### src/include/vga_ext_pkg.sv
// constants for the extension configuration and locking register bank
package vga_ext_pkg;
  localparam logic [7:0] IDX_MEM_SIZE = 8'h0B;
  localparam logic [7:0] IDX_VID_SEL = 8'h0C;
  localparam logic [7:0] IDX_CRT_LOCK = 8'h0D;
  localparam logic [7:0] IDX_VID_OUT = 8'h0E;
  localparam logic [7:0] IDX_LOW_UNLOCK = 8'h0F;
  localparam logic [7:0] IDX_UP_UNLOCK = 8'h29;
  localparam logic [7:0] IDX_UP_LAST = 8'h30;
  // crt register indices touched by group locks
  localparam logic [7:0] CRT_H_LAST = 8'h05;
  localparam logic [7:0] CRT_VTOTAL = 8'h06;
  localparam logic [7:0] CRT_OVERFLOW = 8'h07;
  localparam logic [7:0] CRT_MAX_SCAN = 8'h09;
  localparam logic [7:0] CRT_VRS = 8'h10;
  localparam logic [7:0] CRT_VRE = 8'h11;
  localparam logic [7:0] CRT_SVB = 8'h15;
  localparam logic [7:0] CRT_EVB = 8'h16;
  localparam logic [7:0] CRT_MODE = 8'h17;
  // bit masks inside the locked crt registers and the misc register
  localparam logic [7:0] OVF_GRP1_MASK = 8'h42;
  localparam logic [7:0] OVF_GRP2_MASK = 8'hAD;
  localparam logic [7:0] MSL_GRP3_MASK = 8'h20;
  localparam logic [7:0] VRE_GRP3_MASK = 8'h0F;
  localparam logic [7:0] MODE_GRP4_MASK = 8'h04;
  localparam logic [7:0] MISC_SYNC_MASK = 8'hC0;
  // unlock codes
  localparam logic [2:0] UNLOCK_CODE = 3'h5;
  localparam int RD_EN_BIT = 7;
  localparam int RD_BLK_BIT = 3;
  localparam logic [7:0] PROTECTED_READ = 8'hFF;
  localparam logic [7:0] RESET_VALUE = 8'h00;
  // field positions
  localparam int MS_SIZE_HI = 7;
  localparam int MS_SIZE_LO = 6;
  localparam int MS_MAP_HI = 5;
  localparam int MS_MAP_LO = 4;
  localparam int MS_ALT_OFS = 3;
  localparam int MS_HOST16 = 2;
  localparam int MS_ROM16 = 1;
  localparam int VS_ALT_PC = 7;
  localparam int VS_NON_VGA = 6;
  localparam int VS_CW_HI = 4;
  localparam int VS_CW_LO = 3;
  localparam int VS_CLK_SEL2 = 1;
  localparam int VS_HCLK_HI = 0;
  localparam int CL_VPOL = 7;
  localparam int CL_HPOL = 6;
  localparam int CL_HLOCK = 5;
  localparam int CL_SA9 = 4;
  localparam int CL_SA8 = 3;
  localparam int CL_G1_OPEN = 1;
  localparam int CL_VLOCK = 0;
  localparam int VO_DE = 7;
  localparam int VO_PCLK = 6;
  localparam int VO_VID_TRI = 5;
  localparam int VO_MEM_TRI = 4;
  localparam int VO_LEGACY = 1;
  localparam int STRAP_CLK_OUT = 3;
  localparam int STRAP_W = 9;
  typedef enum logic [3:0] {
    MEM_256_STD = 4'b0001,
    MEM_256_EXT = 4'b0010,
    MEM_512 = 4'b0100,
    MEM_1024 = 4'b1000
  } mem_size_t;
  typedef enum logic [3:0] {
    MAP_A0000_64K = 4'b0001,
    MAP_256K_LOW = 4'b0010,
    MAP_512K_LOW = 4'b0100,
    MAP_1M_UP = 4'b1000
  } mem_map_t;
endpackage
### src/core/vga_ext_regs.sv
// extension configuration and group locking register bank
`timescale 1ns/1ps
module vga_ext_regs #(
  parameter int STRAPS = vga_ext_pkg::STRAP_W
) (
  input wire logic i_mclk,
  input wire logic i_reset_n,
  input wire logic i_gfx_index_wr,
  input wire logic i_gfx_data_wr,
  input wire logic i_gfx_data_rd,
  input wire logic i_crt_index_wr,
  input wire logic i_crt_data_wr,
  input wire logic i_crt_data_rd,
  input wire logic [7:0] i_wdata,
  output logic [7:0] o_rdata,
  output logic o_rdata_hit,
  input wire logic i_crt_protect,
  input wire logic i_misc_ctrl2_std,
  input wire logic [1:0] i_graphics_misc_chain,
  input wire logic i_misc_out_page,
  input wire logic i_word_mode,
  input wire logic i_graphics_mode,
  input wire logic [19:0] i_host_addr,
  input wire logic [17:0] i_char_address_counter,
  input wire logic [1:0] i_mem_data_pins,
  input wire logic [STRAPS-1:0] i_config_straps,
  output logic [7:0] o_crt_wmask,
  output logic [7:0] o_misc_wmask,
  output logic [3:0] o_mem_size,
  output logic [3:0] o_mem_map,
  output logic o_alt_offset_en,
  output logic o_host_16bit,
  output logic o_rom_16bit,
  output logic o_host_ma0,
  output logic o_crt_ma0,
  output logic o_alt_pc_display_mode,
  output logic o_non_vga_crt,
  output logic [1:0] o_char_width,
  output logic o_hclk_8_9,
  output logic o_clk_sel2,
  output logic o_clk_mux_freeze,
  output logic [1:0] o_start_addr_hi,
  output logic o_display_enable_mode,
  output logic o_pclk_is_video_clock_in,
  output logic o_video_oe,
  output logic o_mem_oe,
  output logic o_legacy_compat,
  output logic o_attr_write_only,
  output logic o_upper_wr_en,
  output logic o_upper_rd_en
);
  logic [7:0] gfx_index_q;
  logic [7:0] crt_index_q;
  logic [7:0] memory_size_reg_q;
  logic [7:0] video_select_reg_q;
  logic [7:0] crt_lock_reg_q;
  logic [7:0] video_output_ctrl_reg_q;
  logic [2:0] lower_unlock_reg_q;
  logic [7:0] upper_unlock_reg_q;
  logic [1:0] md_meta_q;
  logic [1:0] md_sync_q;
  logic [STRAPS-1:0] cnf_meta_q;
  logic [STRAPS-1:0] cnf_sync_q;
  logic [2:0] strap_stage_q;
  logic lower_wr_ok;
  logic lower_rd_ok;
  logic gfx_wr;
  logic [7:0] rdata_d;
  logic rd_hit_d;

  // index ports first, data port accesses use the stored index
  // index then data
  always_ff @(posedge i_mclk or negedge i_reset_n) begin
    if (!i_reset_n) begin
      gfx_index_q <= vga_ext_pkg::RESET_VALUE;
      crt_index_q <= vga_ext_pkg::RESET_VALUE;
    end else begin
      if (i_gfx_index_wr) begin
        gfx_index_q <= i_wdata;
      end
      if (i_crt_index_wr) begin
        crt_index_q <= i_wdata;
      end
    end
  end

  // pins are asynchronous: two stages before anything looks at them
  always_ff @(posedge i_mclk or negedge i_reset_n) begin
    if (!i_reset_n) begin
      md_meta_q <= 2'h0;
      md_sync_q <= 2'h0;
      cnf_meta_q <= '0;
      cnf_sync_q <= '0;
    end else begin
      md_meta_q <= i_mem_data_pins;
      md_sync_q <= md_meta_q;
      cnf_meta_q <= i_config_straps;
      cnf_sync_q <= cnf_meta_q;
    end
  end

  assign lower_wr_ok = (lower_unlock_reg_q == vga_ext_pkg::UNLOCK_CODE);
  assign lower_rd_ok = !video_output_ctrl_reg_q[vga_ext_pkg::VO_LEGACY];
  assign gfx_wr = i_gfx_data_wr && lower_wr_ok;

  // strap capture waits until the second sync stage holds the pins
  always_ff @(posedge i_mclk or negedge i_reset_n) begin
    if (!i_reset_n) begin
      strap_stage_q <= 3'h0;
    end else begin
      strap_stage_q <= {strap_stage_q[1:0], 1'b1};
    end
  end

  always_ff @(posedge i_mclk or negedge i_reset_n) begin
    if (!i_reset_n) begin
      memory_size_reg_q <= vga_ext_pkg::RESET_VALUE;
    end else if (strap_stage_q[1] && !strap_stage_q[2]) begin
      memory_size_reg_q[1:0] <= ~md_sync_q;
    end else if (gfx_wr && gfx_index_q == vga_ext_pkg::IDX_MEM_SIZE) begin
      memory_size_reg_q <= i_wdata;
    end
  end

  always_ff @(posedge i_mclk or negedge i_reset_n) begin
    if (!i_reset_n) begin
      video_select_reg_q <= vga_ext_pkg::RESET_VALUE;
      crt_lock_reg_q <= vga_ext_pkg::RESET_VALUE;
      video_output_ctrl_reg_q <= vga_ext_pkg::RESET_VALUE;
    end else if (gfx_wr) begin
      if (gfx_index_q == vga_ext_pkg::IDX_VID_SEL) begin
        video_select_reg_q <= i_wdata;
      end else if (gfx_index_q == vga_ext_pkg::IDX_CRT_LOCK) begin
        crt_lock_reg_q <= i_wdata;
      end else if (gfx_index_q == vga_ext_pkg::IDX_VID_OUT) begin
        video_output_ctrl_reg_q <= i_wdata;
      end
    end
  end

  // unlock registers themselves are always writable, else no way back in
  // unlock persists
  always_ff @(posedge i_mclk or negedge i_reset_n) begin
    if (!i_reset_n) begin
      lower_unlock_reg_q <= 3'h0;
    end else if (i_gfx_data_wr &&
                 gfx_index_q == vga_ext_pkg::IDX_LOW_UNLOCK) begin
      lower_unlock_reg_q <= i_wdata[2:0];
    end
  end

  always_ff @(posedge i_mclk or negedge i_reset_n) begin
    if (!i_reset_n) begin
      upper_unlock_reg_q <= vga_ext_pkg::RESET_VALUE;
    end else if (i_crt_data_wr &&
                 crt_index_q == vga_ext_pkg::IDX_UP_UNLOCK) begin
      upper_unlock_reg_q <= i_wdata;
    end
  end

  assign o_upper_wr_en = (upper_unlock_reg_q[2:0] == vga_ext_pkg::UNLOCK_CODE);
  assign o_upper_rd_en = upper_unlock_reg_q[vga_ext_pkg::RD_EN_BIT] &&
                         !upper_unlock_reg_q[vga_ext_pkg::RD_BLK_BIT];

  // read mux, answered one cycle after the strobe
  always_comb begin
    rdata_d = vga_ext_pkg::RESET_VALUE;
    rd_hit_d = 1'b0;
    if (i_gfx_data_rd && gfx_index_q >= vga_ext_pkg::IDX_MEM_SIZE &&
        gfx_index_q <= vga_ext_pkg::IDX_LOW_UNLOCK) begin
      rd_hit_d = 1'b1;
      if (!lower_rd_ok) begin
        rdata_d = vga_ext_pkg::PROTECTED_READ;
      end else if (gfx_index_q == vga_ext_pkg::IDX_MEM_SIZE) begin
        rdata_d = memory_size_reg_q;
      end else if (gfx_index_q == vga_ext_pkg::IDX_VID_SEL) begin
        rdata_d = video_select_reg_q;
      end else if (gfx_index_q == vga_ext_pkg::IDX_CRT_LOCK) begin
        rdata_d = crt_lock_reg_q;
      end else if (gfx_index_q == vga_ext_pkg::IDX_VID_OUT) begin
        rdata_d = video_output_ctrl_reg_q;
      end else begin
        rdata_d = {cnf_sync_q[7], cnf_sync_q[6], cnf_sync_q[5],
                   cnf_sync_q[4], cnf_sync_q[8], lower_unlock_reg_q};
      end
    end else if (i_crt_data_rd &&
                 crt_index_q == vga_ext_pkg::IDX_UP_UNLOCK) begin
      rd_hit_d = 1'b1;
      rdata_d = o_upper_rd_en ? upper_unlock_reg_q
                              : vga_ext_pkg::PROTECTED_READ;
    end
  end

  always_ff @(posedge i_mclk or negedge i_reset_n) begin
    if (!i_reset_n) begin
      o_rdata <= vga_ext_pkg::RESET_VALUE;
      o_rdata_hit <= 1'b0;
    end else begin
      o_rdata <= rdata_d;
      o_rdata_hit <= rd_hit_d;
    end
  end

  // write-enable mask for the crt datapath, evaluated per write
  // per-bit lock mask
  always_comb begin
    o_crt_wmask = 8'hFF;
    if (crt_index_q <= vga_ext_pkg::CRT_H_LAST) begin
      if (crt_lock_reg_q[vga_ext_pkg::CL_HLOCK] || i_crt_protect) begin
        o_crt_wmask = 8'h00;
      end
    end else if (crt_index_q == vga_ext_pkg::CRT_VTOTAL) begin
      if (crt_lock_reg_q[vga_ext_pkg::CL_VLOCK] || i_crt_protect) begin
        o_crt_wmask = 8'h00;
      end
    end else if (crt_index_q == vga_ext_pkg::CRT_OVERFLOW) begin
      if (!crt_lock_reg_q[vga_ext_pkg::CL_G1_OPEN] && i_crt_protect) begin
        o_crt_wmask = o_crt_wmask & ~vga_ext_pkg::OVF_GRP1_MASK;
      end
      if (crt_lock_reg_q[vga_ext_pkg::CL_VLOCK] || i_crt_protect) begin
        o_crt_wmask = o_crt_wmask & ~vga_ext_pkg::OVF_GRP2_MASK;
      end
    end else if (crt_index_q == vga_ext_pkg::CRT_MAX_SCAN) begin
      if (crt_lock_reg_q[vga_ext_pkg::CL_VLOCK]) begin
        o_crt_wmask = ~vga_ext_pkg::MSL_GRP3_MASK;
      end
    end else if (crt_index_q == vga_ext_pkg::CRT_VRS ||
                 crt_index_q == vga_ext_pkg::CRT_SVB ||
                 crt_index_q == vga_ext_pkg::CRT_EVB) begin
      if (crt_lock_reg_q[vga_ext_pkg::CL_VLOCK]) begin
        o_crt_wmask = 8'h00;
      end
    end else if (crt_index_q == vga_ext_pkg::CRT_VRE) begin
      if (crt_lock_reg_q[vga_ext_pkg::CL_VLOCK]) begin
        o_crt_wmask = ~vga_ext_pkg::VRE_GRP3_MASK;
      end
    end else if (crt_index_q == vga_ext_pkg::CRT_MODE) begin
      if (crt_lock_reg_q[vga_ext_pkg::CL_HLOCK]) begin
        o_crt_wmask = ~vga_ext_pkg::MODE_GRP4_MASK;
      end
    end
  end

  assign o_misc_wmask = ~{crt_lock_reg_q[vga_ext_pkg::CL_VPOL],
                          crt_lock_reg_q[vga_ext_pkg::CL_HPOL], 6'h00};

  always_comb begin
    if (i_misc_ctrl2_std) begin
      o_mem_size = vga_ext_pkg::MEM_256_STD;
    end else begin
      case (memory_size_reg_q[vga_ext_pkg::MS_SIZE_HI:
                              vga_ext_pkg::MS_SIZE_LO])
        2'h0: o_mem_size = vga_ext_pkg::MEM_256_STD;
        2'h1: o_mem_size = vga_ext_pkg::MEM_256_EXT;
        2'h2: o_mem_size = vga_ext_pkg::MEM_512;
        default: o_mem_size = vga_ext_pkg::MEM_1024;
      endcase
    end
  end

  always_comb begin
    case (memory_size_reg_q[vga_ext_pkg::MS_MAP_HI:vga_ext_pkg::MS_MAP_LO])
      2'h0: o_mem_map = vga_ext_pkg::MAP_A0000_64K;
      2'h1: o_mem_map = vga_ext_pkg::MAP_256K_LOW;
      2'h2: o_mem_map = vga_ext_pkg::MAP_512K_LOW;
      default: o_mem_map = vga_ext_pkg::MAP_1M_UP;
    endcase
  end

  assign o_alt_offset_en = memory_size_reg_q[vga_ext_pkg::MS_ALT_OFS];
  assign o_host_16bit = memory_size_reg_q[vga_ext_pkg::MS_HOST16];
  assign o_rom_16bit = memory_size_reg_q[vga_ext_pkg::MS_ROM16];

  // address bit 0 selection; chained page select wins over word mode for the host address only, crt address ignores chaining
  always_comb begin
    o_host_ma0 = i_host_addr[0];
    o_crt_ma0 = i_char_address_counter[0];
    if (|i_graphics_misc_chain) begin
      o_host_ma0 = !i_misc_out_page;
    end else if (i_word_mode) begin
      if (o_mem_size == vga_ext_pkg::MEM_1024) begin
        o_host_ma0 = i_host_addr[18];
      end else begin
        o_host_ma0 = i_host_addr[16];
      end
    end
    if (i_word_mode) begin
      if (o_mem_size == vga_ext_pkg::MEM_1024) begin
        o_crt_ma0 = i_char_address_counter[17];
      end else begin
        o_crt_ma0 = i_char_address_counter[15];
      end
    end
  end

  assign o_alt_pc_display_mode = video_select_reg_q[vga_ext_pkg::VS_ALT_PC];
  assign o_non_vga_crt = video_select_reg_q[vga_ext_pkg::VS_NON_VGA];
  assign o_char_width = i_graphics_mode ? 2'h0 :
      video_select_reg_q[vga_ext_pkg::VS_CW_HI:vga_ext_pkg::VS_CW_LO];
  assign o_clk_sel2 = cnf_sync_q[vga_ext_pkg::STRAP_CLK_OUT] &&
                      video_select_reg_q[vga_ext_pkg::VS_CLK_SEL2];
  assign o_clk_mux_freeze = !cnf_sync_q[vga_ext_pkg::STRAP_CLK_OUT] &&
                            video_select_reg_q[vga_ext_pkg::VS_CLK_SEL2];
  assign o_hclk_8_9 = video_select_reg_q[vga_ext_pkg::VS_HCLK_HI];
  assign o_start_addr_hi = {crt_lock_reg_q[vga_ext_pkg::CL_SA9],
                            crt_lock_reg_q[vga_ext_pkg::CL_SA8]};
  assign o_display_enable_mode = video_output_ctrl_reg_q[vga_ext_pkg::VO_DE];
  assign o_pclk_is_video_clock_in = video_output_ctrl_reg_q[vga_ext_pkg::VO_PCLK];
  assign o_video_oe = !video_output_ctrl_reg_q[vga_ext_pkg::VO_VID_TRI];
  assign o_mem_oe = !video_output_ctrl_reg_q[vga_ext_pkg::VO_MEM_TRI];
  assign o_legacy_compat = video_output_ctrl_reg_q[vga_ext_pkg::VO_LEGACY];
  assign o_attr_write_only = o_legacy_compat;

  chk_lower_write_gate: assert property (@(posedge i_mclk)
    disable iff (!i_reset_n)
    i_gfx_data_wr && !lower_wr_ok && gfx_index_q == vga_ext_pkg::IDX_VID_SEL
    |=> $stable(video_select_reg_q))
    else $error("locked video select changed");
  chk_lower_write_take: assert property (@(posedge i_mclk)
    disable iff (!i_reset_n)
    i_gfx_data_wr && lower_wr_ok && gfx_index_q == vga_ext_pkg::IDX_VID_OUT
    |=> video_output_ctrl_reg_q == $past(i_wdata))
    else $error("unlocked write lost");
  chk_protected_read_ff: assert property (@(posedge i_mclk)
    disable iff (!i_reset_n)
    i_gfx_data_rd && !lower_rd_ok && gfx_index_q == vga_ext_pkg::IDX_MEM_SIZE
    |=> o_rdata == vga_ext_pkg::PROTECTED_READ && o_rdata_hit)
    else $error("protected read not FF");
  chk_upper_read_gate: assert property (@(posedge i_mclk)
    disable iff (!i_reset_n)
    i_crt_data_rd && crt_index_q == vga_ext_pkg::IDX_UP_UNLOCK &&
    !upper_unlock_reg_q[7]
    |=> o_rdata == vga_ext_pkg::PROTECTED_READ)
    else $error("upper unlock read not blocked");
  chk_hgroup_lock: assert property (@(posedge i_mclk)
    disable iff (!i_reset_n)
    crt_index_q <= vga_ext_pkg::CRT_H_LAST &&
    (crt_lock_reg_q[5] || i_crt_protect) |-> o_crt_wmask == 8'h00)
    else $error("horizontal group open while locked");
  chk_group3_no_protect: assert property (@(posedge i_mclk)
    disable iff (!i_reset_n)
    crt_index_q == vga_ext_pkg::CRT_VRS && !crt_lock_reg_q[0]
    |-> o_crt_wmask == 8'hFF)
    else $error("group three locked by protect bit");
  chk_overflow_split: assert property (@(posedge i_mclk)
    disable iff (!i_reset_n)
    crt_index_q == vga_ext_pkg::CRT_OVERFLOW && crt_lock_reg_q[1] &&
    i_crt_protect |-> o_crt_wmask == 8'h52)
    else $error("overflow mask wrong");
  chk_strap_invert: assert property (@(posedge i_mclk)
    disable iff (!i_reset_n)
    $rose(strap_stage_q[2]) |-> memory_size_reg_q[1:0] == ~$past(md_sync_q))
    else $error("strap not latched inverted");
  chk_page_select: assert property (@(posedge i_mclk)
    disable iff (!i_reset_n)
    |i_graphics_misc_chain |-> o_host_ma0 == !i_misc_out_page)
    else $error("page select not on address bit 0");
  chk_std_mapping: assert property (@(posedge i_mclk)
    disable iff (!i_reset_n)
    i_misc_ctrl2_std |-> o_mem_size == vga_ext_pkg::MEM_256_STD)
    else $error("standard mapping not forced");
  cov_unlock_then_write: cover property (@(posedge i_mclk)
    disable iff (!i_reset_n) !lower_wr_ok ##1 lower_wr_ok ##[1:4] gfx_wr);
  cov_upper_read: cover property (@(posedge i_mclk)
    disable iff (!i_reset_n) o_upper_rd_en && rd_hit_d && i_crt_data_rd);
  cov_locked_overflow: cover property (@(posedge i_mclk)
    disable iff (!i_reset_n)
    i_crt_data_wr && crt_index_q == vga_ext_pkg::CRT_OVERFLOW &&
    o_crt_wmask != 8'hFF);
endmodule // vga_ext_regs

### config.mk
export PLATFORM = sky130hd
export DESIGN_NAME = vga_ext_regs
export DESIGN_NICKNAME = d
export VERILOG_FILES = /design/src/include/vga_ext_pkg.sv /design/src/core/vga_ext_regs.sv
export SDC_FILE = /design/constraint.sdc
export NUM_CORES = 1
export LEC_CHECK = 0
export ABC_AREA = 0
export BUFFER_PORTS_ARGS = -buffer_cell sky130_fd_sc_hd__buf_4
export CAP_MARGIN = 20
export CORE_ASPECT_RATIO = 1.2
export CORE_MARGIN = 3
export CORE_UTILIZATION = 45
export DETAILED_ROUTE_END_ITERATION = 8
export GPL_TIMING_DRIVEN = 1
export PLACE_DENSITY = 0.75
export SLEW_MARGIN = 20
export SYNTH_ARGS = -nofsm -noshare
export SYNTH_HDL_FRONTEND = slang
export SYNTH_SLANG_ARGS = --single-unit
### constraint.sdc
create_clock -name i_mclk -period 1.8 [get_ports i_mclk]
set_clock_uncertainty 0.2 [all_clocks]
set_input_delay 0.09 -clock i_mclk [delete_from_list [all_inputs] [get_ports i_mclk]]
set_output_delay 0.09 -clock i_mclk [all_outputs]
set_load 0.01 [all_outputs]
==> impl_metrics.json, run 1 <==
{
  "status": "finished, violations left",
  "violations": "setup timing",
  "worst_slack_ns": -0.335,
  "cap_viol_max_count": 0,
  "final_max_slew_viol_count": 0,
  "place_ws_ns": -0.248,
  "htreeDepth": 3,
  "grt_pass1_vias": 3418,
  "cp-endpoint": "memory_size_reg_q[7]",
  "synth_compound_area_share_pct": 8.58,
  "drcViolationCount": 0,
  "drtAntennaViolNets": 0,
  "synth_area_leader_cell": "dfrtp_1",
  "cts_root_buf": "clkbuf_8",
  "drt-total-wl_mm": 11.8,
  "clkLatencyLatePin_ns": 0.36,
  "port_buffers": 85,
  "dieArea_um2": 10100,
  "grtUsageMet1_pct": 26.0,
  "setup_tns_ns": -13.86,
  "die_height_um": 110,
  "grt_use_met3_pct": 4.18,
  "wl_per_cell_um": 19.7,
  "dp_hpwl_mm": 7.81,
  "core_um2": 8660,
  "area_growth_pct": 48.6,
  "synth_top_cell_area_share_pct": 54.1,
  "start_util_pct": 46.5,
  "synthXorXnorAreaFrac_pct": 0.435,
  "gp_congestion": 0.889,
  "synth_seq_cells": 87,
  "crit_path_start_kind": "flop",
  "slew_headroom_pct": 66.3,
  "rsz0062_at_grt": "true",
  "netlist_area_um2": 4030,
  "synth_top_family_by_area": "multiplexers",
  "vias": 3286,
  "ys_seq_area_share_pct": 54.1,
  "synthTopCellsByArea": "dfrtp_1 54%, mux2_2 16%, mux4_2 2.2%",
  "clkSinkCount": 87,
  "numCtsBuffers": 9,
  "endpoint_kind": "flop",
  "setup_viol": 60,
  "drt_iter0_markers": 247,
  "synthAdderAreaFrac_pct": 0,
  "crit_arrival_ns": 2.18,
  "cp_data_required_time_ns": 1.84,
  "ys_types": 50,
  "drive_gt1_share_pct": 52.8,
  "clk_pin_slew_ns": 0.08,
  "top_usage_layer": "met2",
  "power_mw": 4.55,
  "layout.cells.non_filler": 598,
  "clockBufferDepth": 2,
  "syn_area_per_cell_um2": 12.4,
  "multi_input_area_um2": 2050,
  "track_usage_pct": 22.6,
  "r2r_start": "gfx_index_q[5]",
  "min_period_ns": 2.13,
  "grt_use_met2_pct": 40.7,
  "netlist_top_cells_count": "87 x dfrtp_1, 56 x mux2_2, 17 x nor2_1, 14 x o21ai_0, 13 x a21oi_1",
  "grt_pass1_wl_mm": 17.4,
  "worst_pin_slew_ns": 0.505,
  "drt-vias-per-instance": 5.49,
  "fmax_mhz": 468,
  "ioPinCount": 127,
  "vdd_drop_max_uv": 492,
  "power_density_nw_per_um2": 762,
  "p_leak_nw": 2.81,
  "die_w_um": 92.3,
  "cts_tree": "built",
  "min_path_type": "primary input to async pin",
  "antenna_found_initial": 0,
  "drtPass1Iterations": 4,
  "yosysMostFrequentCell": "dfrtp_1",
  "fin_crit_sh_pct": 119,
  "grt_max_degree": 38,
  "antenna_cells": 0,
  "synth_cells": 324,
  "r2r_cells": 6,
  "grt_overflow": 0,
  "nets": 548,
  "synthArstFlopShare_pct": 100,
  "hold_violations": 0,
  "yosys_most_used_dff": "dfrtp_1",
  "synth_edf_count": 0,
  "fill_cells": 570,
  "ff_latch_area_um2": 2180,
  "synth-simple-area-share_pct": 13.6,
  "std_cell_rows": 37,
  "r2r_slack_ns": -0.33,
  "utilization_pct": 69.1,
  "synth_mux_area_share_pct": 19.4,
  "reg2reg_to": "memory_size_reg_q[7]",
  "cp_max_fo": 3,
  "synth_warnings": 0,
  "placed_cells": 551,
  "critical_path_class": "flop to flop",
  "cp-startpoint": "gfx_index_q[5]"
}
[power breakdown]
group | switching [mW] | internal [mW] | leakage, nW
sequential | 0.0858 | 2.04 | 1.13
clock | 0.692 | 1.10 | 0.134
combinational | 0.320 | 0.315 | 1.55
[layer usage]
layer  vias to the layer above  wire length, µm
li1                       1468                -
met1                      1635             4560
met2                       147             6220
met3                        36              542
met4                         0              452
met5                         -                0
[what timing repair did]
| action | CTS | global route |
|---|---|---|
| gates resized for setup | 45 | 35 |
| endpoints found under the setup margin | 59 | 61 |
| hold endpoints to repair | 154 | 0 |
| buffers inserted | 9 | 8 |
| hold buffers | 20 | 0 |
| pin swaps | 12 | 20 |
[cell usage in the layout, fill, tap and decap left out, drive strengths merged, types with 3 or more instances in the layout]
master / n
a21oi: 13
and3b: 3
buf: 134
bufinv: 4
clkbuf: 11
conb: 7
dfrtp: 87
dlygate4sd3: 20
inv: 10
mux2: 56
mux2i: 6
mux4: 4
nand2: 12
nand2b: 8
nand3: 9
nand3b: 3
nand4: 3
nor2: 17
nor2b: 8
nor3: 4
nor3b: 3
nor4: 4
o211ai: 6
o21ai: 14
o2bb2ai: 3
or3: 3
[state kept, by name, indices dropped and copies added, names as in the netlist]
| register | flops |
|---|---|
| crt_lock_reg_q | 8 |
| lower_unlock_reg_q | 3 |
| o_rdata_hit | 1 |
| crt_index_q | 8 |
| upper_unlock_reg_q | 8 |
| strap_stage_q | 3 |
| md_sync_q | 2 |
| cnf_meta_q | 6 |
| gfx_index_q | 8 |
| o_rdata | 8 |
| md_meta_q | 2 |
| video_select_reg_q | 8 |
| memory_size_reg_q | 8 |
| video_output_ctrl_reg_q | 8 |
| cnf_sync_q | 6 |
[through the flow]
step	hold slack, ns	area, µm²
floorplan	-0.406	4090
global placement	-0.156	5060
detailed placement	-0.155	5060
CTS	0.00235	5790
global route	0.0373	5980
finish	0.0137	5980
[how the worst min path moves through the flow]
| stage | from | to | slack, ns | cells after the start |
|---|---|---|---|---|
| 3_3_place_gp | i_reset_n | cnf_meta_q[8] | -0.16 | 1 |
| 2_1_floorplan | i_reset_n | cnf_meta_q[3] | -0.41 | 0 |
| 4_1_cts | i_reset_n | o_rdata[4] | 0.002 | 2 |
| 6_report | i_reset_n | gfx_index_q[5] | 0.01 | 2 |
| 5_1_grt | i_reset_n | video_select_reg_q[2] | 0.04 | 2 |
| 3_5_place_dp | i_reset_n | cnf_meta_q[8] | -0.16 | 1 |
[worst max-delay path: stages, from the launching register on]
cell and delay, ns:
dfrtp_1 0.44, nor4_4 0.32, buf_4 0.20, and4_4 0.24, and3_4 0.20, buf_6 0.12, mux2_4 0.30
[cell families (layout without fill, tap and decap cells)]
kind of cell	count (synthesis)	in the layout
other	1	7
AND/OR/NAND/NOR	85	85
flip-flops	87	87
XOR/XNOR	2	2
AO/OA/AOI/OAI	53	53
multiplexers	66	66
buffers and inverters	30	181
[cell type report]
| cell class | instances | area share (%) |
|---|---|---|
| Sequential cell | 87 | 36.5 |
| Timing Repair Buffer | 154 | 21.6 |
| Clock inverter | 5 | 2.15 |
| Multi-Input combinational cell | 213 | 34.3 |
| Tap cell | 117 | 2.45 |
| Inverter | 11 | 0.690 |
| Clock buffer | 11 | 2.36 |
(Power assumes the default switching activity.)
==> run 2: changes to the inputs <==
--- a/config.mk
+++ b/config.mk
@@ -14,6 +14,7 @@
 export DETAILED_ROUTE_END_ITERATION = 8
 export GPL_TIMING_DRIVEN = 1
 export PLACE_DENSITY = 0.75
+export SETUP_SLACK_MARGIN = 0.05
 export SLEW_MARGIN = 20
 export SYNTH_ARGS = -nofsm -noshare
 export SYNTH_HDL_FRONTEND = slang
==> impl_metrics.json, run 2 (synthesis gave the netlist of run 1 again) <==
{
  "min_period_ns": 2.09,
  "drt-vias-per-instance": 5.38,
  "drt-total-wl_mm": 10.9,
  "utilization_pct": 67.9,
  "antenna_cells": 0,
  "hold_ws_ns": -0.0116,
  "endpoint_kind": "output port",
  "ioPinCount": 127,
  "hold_violations": 21,
  "fin_area_um2": 5880,
  "cp_data_required_time_ns": 1.51,
  "setup_viol": 59,
  "cts_root_buf": "clkbuf_8",
  "drive_gt1_share_pct": 52.2,
  "final_cell_mix": "117 x buf_4, 86 x dfrtp_1, 33 x mux2_2, 23 x mux2_4, 20 x dlygate4sd3_1",
  "worst_slack_ns": -0.287,
  "fin_crit_sh_pct": 116,
  "clockBufferDepth": 2,
  "htreeDepth": 3,
  "place_ws_ns": -0.193,
  "drtAntennaViolNets": 0,
  "power_density_nw_per_um2": 724,
  "r2r_slack_ns": -0.27,
  "track_usage_pct": 22.5,
  "rsz0062_at_grt": "true",
  "clkLatencyLatePin_ns": 0.35,
  "nets": 544,
  "status": "finished, violations left",
  "clk_pin_slew_ns": 0.08,
  "cap_viol_max_count": 0,
  "cp_max_fo": 4,
  "dp_hpwl_mm": 7.58,
  "start_util_pct": 46.5,
  "wl_per_cell_um": 18.4,
  "die_w_um": 92.3,
  "drtPass1Iterations": 4,
  "r2r_cells": 5,
  "violations": "hold timing, setup timing",
  "p_leak_nw": 2.77,
  "cts_tree": "built",
  "critical_path_class": "flop to output port",
  "min_path_type": "primary input to async pin",
  "die_height_um": 110,
  "port_buffers": 85,
  "std_cell_rows": 37,
  "area_growth_pct": 46.1,
  "final_max_slew_viol_count": 0,
  "cp-endpoint": "o_crt_wmask[2]",
  "final_common_cell": "buf_4",
  "grt_overflow": 0,
  "cp-startpoint": "crt_index_q[3]",
  "dieArea_um2": 10100,
  "vdd_drop_max_uv": 552,
  "grt_max_degree": 45,
  "gp_congestion": 0.973,
  "grt_pass1_wl_mm": 17.3,
  "antenna_found_initial": 0,
  "r2r_start": "gfx_index_q[4]",
  "vias": 3196,
  "reg2reg_to": "video_select_reg_q[5]",
  "grt_pass1_vias": 3238,
  "core_um2": 8660,
  "fmax_mhz": 479,
  "drt_iter0_markers": 170,
  "numCtsBuffers": 9,
  "drcViolationCount": 0,
  "crit_path_start_kind": "flop",
  "clkSinkCount": 87,
  "placed_cell_area_um2": 5070,
  "crit_arrival_ns": 1.80
}
## run 2: critical path: stages (launching register included)
cell and delay [ns]:
dfrtp_1 0.41, nor4_4 0.29, nor2b_4 0.24, o31a_1 0.26
a211oi_2 0.10, buf_4 0.15
## run 2: metrics by stage
stage               std cells  power [mW]  hold WS (ns)  setup TNS [ns]
global placement          549        2.66        -0.204           -6.72
CTS                       594        4.25        0.0567           -8.86
global route              594        4.44        0.0206          -15.62
floorplan                 330        2.38        -0.406           -3.32
detailed placement        549        2.68        -0.199           -7.60
finish                    594        4.26       -0.0116          -11.25
## run 2: area by class of cell
type	count	area, µm²
clock buffer	11	141
clock inverter	5	81.3
fill	619	2780
inverter	11	41.3
multi-input combinational	213	2040
sequential	87	2180
tap	117	146
timing repair buffer	150	1250
## run 2: how the worst min path moves through the flow
| stage | endpoint | slack, ns | cells past startpoint |
|---|---|---|---|
| 6_report | o_rdata[6] | -0.01 | 2 |
| 5_1_grt | o_rdata[5] | 0.02 | 2 |
| 4_1_cts | video_select_reg_q[4] | 0.06 | 3 |
| 3_5_place_dp | memory_size_reg_q[3] | -0.20 | 1 |
| 3_3_place_gp | o_rdata[6] | -0.20 | 1 |
| 2_1_floorplan | cnf_meta_q[3] | -0.41 | 0 |
## run 2: report_power, final
group | internal [mW] | switching [mW]
Clock | 0.821 | 0.682
Sequential | 2.04 | 0.0749
Combinational | 0.321 | 0.320
Total | 3.18 | 1.08
## run 2: what timing repair did
action / in CTS / in global routing
hold endpoints to repair: 154 / 0
hold buffers: 21 / 0
pin swaps: 17 / 12
resized for setup: 60 / 15
endpoints found under the setup margin: 60 / 83
buffers inserted: 8 / 2
## run 2: metal layers
layer / global-route usage, % / share of wire, % / up-vias
li1: - / - / 1448
met3: 3.29 / 6.3 / 28
met1: 27.4 / 38 / 1582
met4: 10.7 / 2.7 / 0
met5: 0 / 0 / -
met2: 39.6 / 53 / 138
==> run 3: changes to the inputs <==
--- a/config.mk
+++ b/config.mk
@@ -10,10 +10,10 @@
 export CAP_MARGIN = 20
 export CORE_ASPECT_RATIO = 1.2
 export CORE_MARGIN = 3
-export CORE_UTILIZATION = 45
+export CORE_UTILIZATION = 40
 export DETAILED_ROUTE_END_ITERATION = 8
 export GPL_TIMING_DRIVEN = 1
-export PLACE_DENSITY = 0.75
+export PLACE_DENSITY = 0.68
 export SETUP_SLACK_MARGIN = 0.05
 export SLEW_MARGIN = 20
 export SYNTH_ARGS = -nofsm -noshare
==> impl_metrics.json, run 3 (synthesis gave the netlist of run 1 again) <==
{
  "start_util_pct": 41.7,
  "violations": "setup timing",
  "port_buffers": 85,
  "r2r_start": "gfx_index_q[7]",
  "dp_hpwl_mm": 7.67,
  "drt-total-wl_mm": 10.8,
  "antenna_cells": 0,
  "cp_top_family": "simple AND/OR/NAND/NOR gates",
  "critical_path_class": "flop to output port",
  "r2r_cells": 6,
  "utilization_pct": 61.6,
  "min_path_type": "primary input to flop",
  "clkLatencyLatePin_ns": 0.33,
  "cpMaxStageDelayCell": "dfrtp_2",
  "setup_viol": 58,
  "antenna_found_initial": 0,
  "crit_arrival_ns": 1.86,
  "whs_endpoint": "o_rdata_hit",
  "vias": 3170,
  "reg2reg_to": "video_select_reg_q[4]",
  "track_usage_pct": 19.7,
  "fin_crit_sh_pct": 120,
  "std_cell_rows": 39,
  "crit_path_start_kind": "flop",
  "htreeDepth": 3,
  "vdd_drop_max_uv": 521,
  "drt_iter0_markers": 126,
  "wl_per_cell_um": 17.8,
  "cap_viol_max_count": 0,
  "die_w_um": 97.6,
  "r2r_slack_ns": -0.28,
  "clockBufferDepth": 2,
  "p_leak_nw": 2.80,
  "worst_slack_ns": -0.353,
  "grt_pass1_vias": 3309,
  "cts_tree": "built",
  "nets": 548,
  "final_common_cell": "buf_4",
  "endpoint_kind": "output port",
  "clkSinkCount": 87,
  "ioPinCount": 127,
  "drt-vias-per-instance": 5.26,
  "placed_cells": 560,
  "fmax_mhz": 464,
  "cp-startpoint": "crt_index_q[7]",
  "die_height_um": 116,
  "slew_headroom_pct": 65.2,
  "layout.cells.non_filler": 603,
  "final_cell_mix": "123 x buf_4, 86 x dfrtp_1, 34 x mux2_2, 22 x mux2_4, 20 x dlygate4sd3_1",
  "drcViolationCount": 0,
  "drive_gt1_share_pct": 51.5,
  "grt_max_degree": 40,
  "hold_violations": 0,
  "clk_pin_slew_ns": 0.06,
  "cp_data_required_time_ns": 1.51,
  "crit_chain": "nor4_4 -> nor2b_4 -> o31a_1 -> a211oi_2 -> buf_4",
  "status": "finished, violations left",
  "min_from": "i_crt_data_rd",
  "critPathBufInv": 1,
  "area_growth_pct": 47.8,
  "power_density_nw_per_um2": 786,
  "numCtsBuffers": 9,
  "drtPass1Iterations": 4,
  "final_max_slew_viol_count": 0,
  "drtAntennaViolNets": 0,
  "worst_pin_slew_ns": 0.521,
  "dieArea_um2": 11300,
  "cp_max_fo": 4,
  "gp_congestion": 0.886,
  "cts_root_buf": "clkbuf_16",
  "min_period_ns": 2.15,
  "grt_pass1_wl_mm": 17.4,
  "core_um2": 9660,
  "rsz0062_at_grt": "true",
  "holdPathStages": 4,
  "grt_overflow": 0,
  "max_stage_delay_ns": 0.44
}
[run 3: cell types whose count changed in the layout (fill, tap and decap cells not counted), sizes merged]
cell | before | now
clkinvlp | 1 | 0
buf | 130 | 134
[run 3: per-stage QoR]
stage               area, µm²  worst slack [ns]  total power, mW  setup TNS [ns]  hold slack [ns]
global route             5950            -0.441             4.87          -17.09           0.0497
CTS                      5880            -0.336             4.70           -9.91           0.0611
floorplan                4100            -0.164             2.38           -3.32           -0.406
global placement         5100            -0.173             2.65           -6.11           -0.105
finish                   5950            -0.353             4.67          -10.43           0.0396
detailed placement       5100            -0.206             2.66           -7.80           -0.104
[run 3: metal layers]
layer  vias to the layer above  track usage [%]  routed length, µm
met5                         -                0                  0
met4                         0             8.49                195
met1                      1610             24.6               4440
met3                        17             3.73                499
li1                       1459                -                  -
met2                        84             33.8               5620
[run 3: worst max path at each step]
stage | end | slack [ns] | cells after the start
3_5_place_dp | video_select_reg_q[4] | -0.21 | 6
4_1_cts | o_crt_wmask[2] | -0.34 | 5
3_3_place_gp | video_output_ctrl_reg_q[5] | -0.17 | 6
2_1_floorplan | video_select_reg_q[0] | -0.16 | 4
5_1_grt | o_crt_wmask[5] | -0.44 | 5
6_report | o_crt_wmask[2] | -0.35 | 5
[run 3: area by class of cell]
cell class,instances,area [µm²]
well taps,123,154
clock buffers,11,243
inverters,11,41.3
flip-flops and latches,87,2180
fillers,779,3710
multi-input cells,213,2000
repair buffers,154,1260
clock inverters,4,70.1
[run 3: worst min-delay path: stages]
cell and delay (ns):
buf_4 0.11, nand3_2 0.16, nand2_4 0.07, buf_6 0.11
[run 3: timing repair]
item | in CTS | in global routing
buffers inserted | 7 | 1
pin swaps | 18 | 11
resized for setup | 50 | 15
hold buffers | 20 | 0
setup endpoints to repair | 61 | 61
hold endpoints to repair | 154 | 0
[run 3: power by group]
part           switching [mW]  total, mW  leakage [nW]  internal (mW)
Combinational           0.302      0.606          1.52          0.305
Sequential             0.0764       2.12          1.13           2.04
Clock                   0.709       1.95         0.155           1.24
Total                    1.09       4.67          2.80           3.59
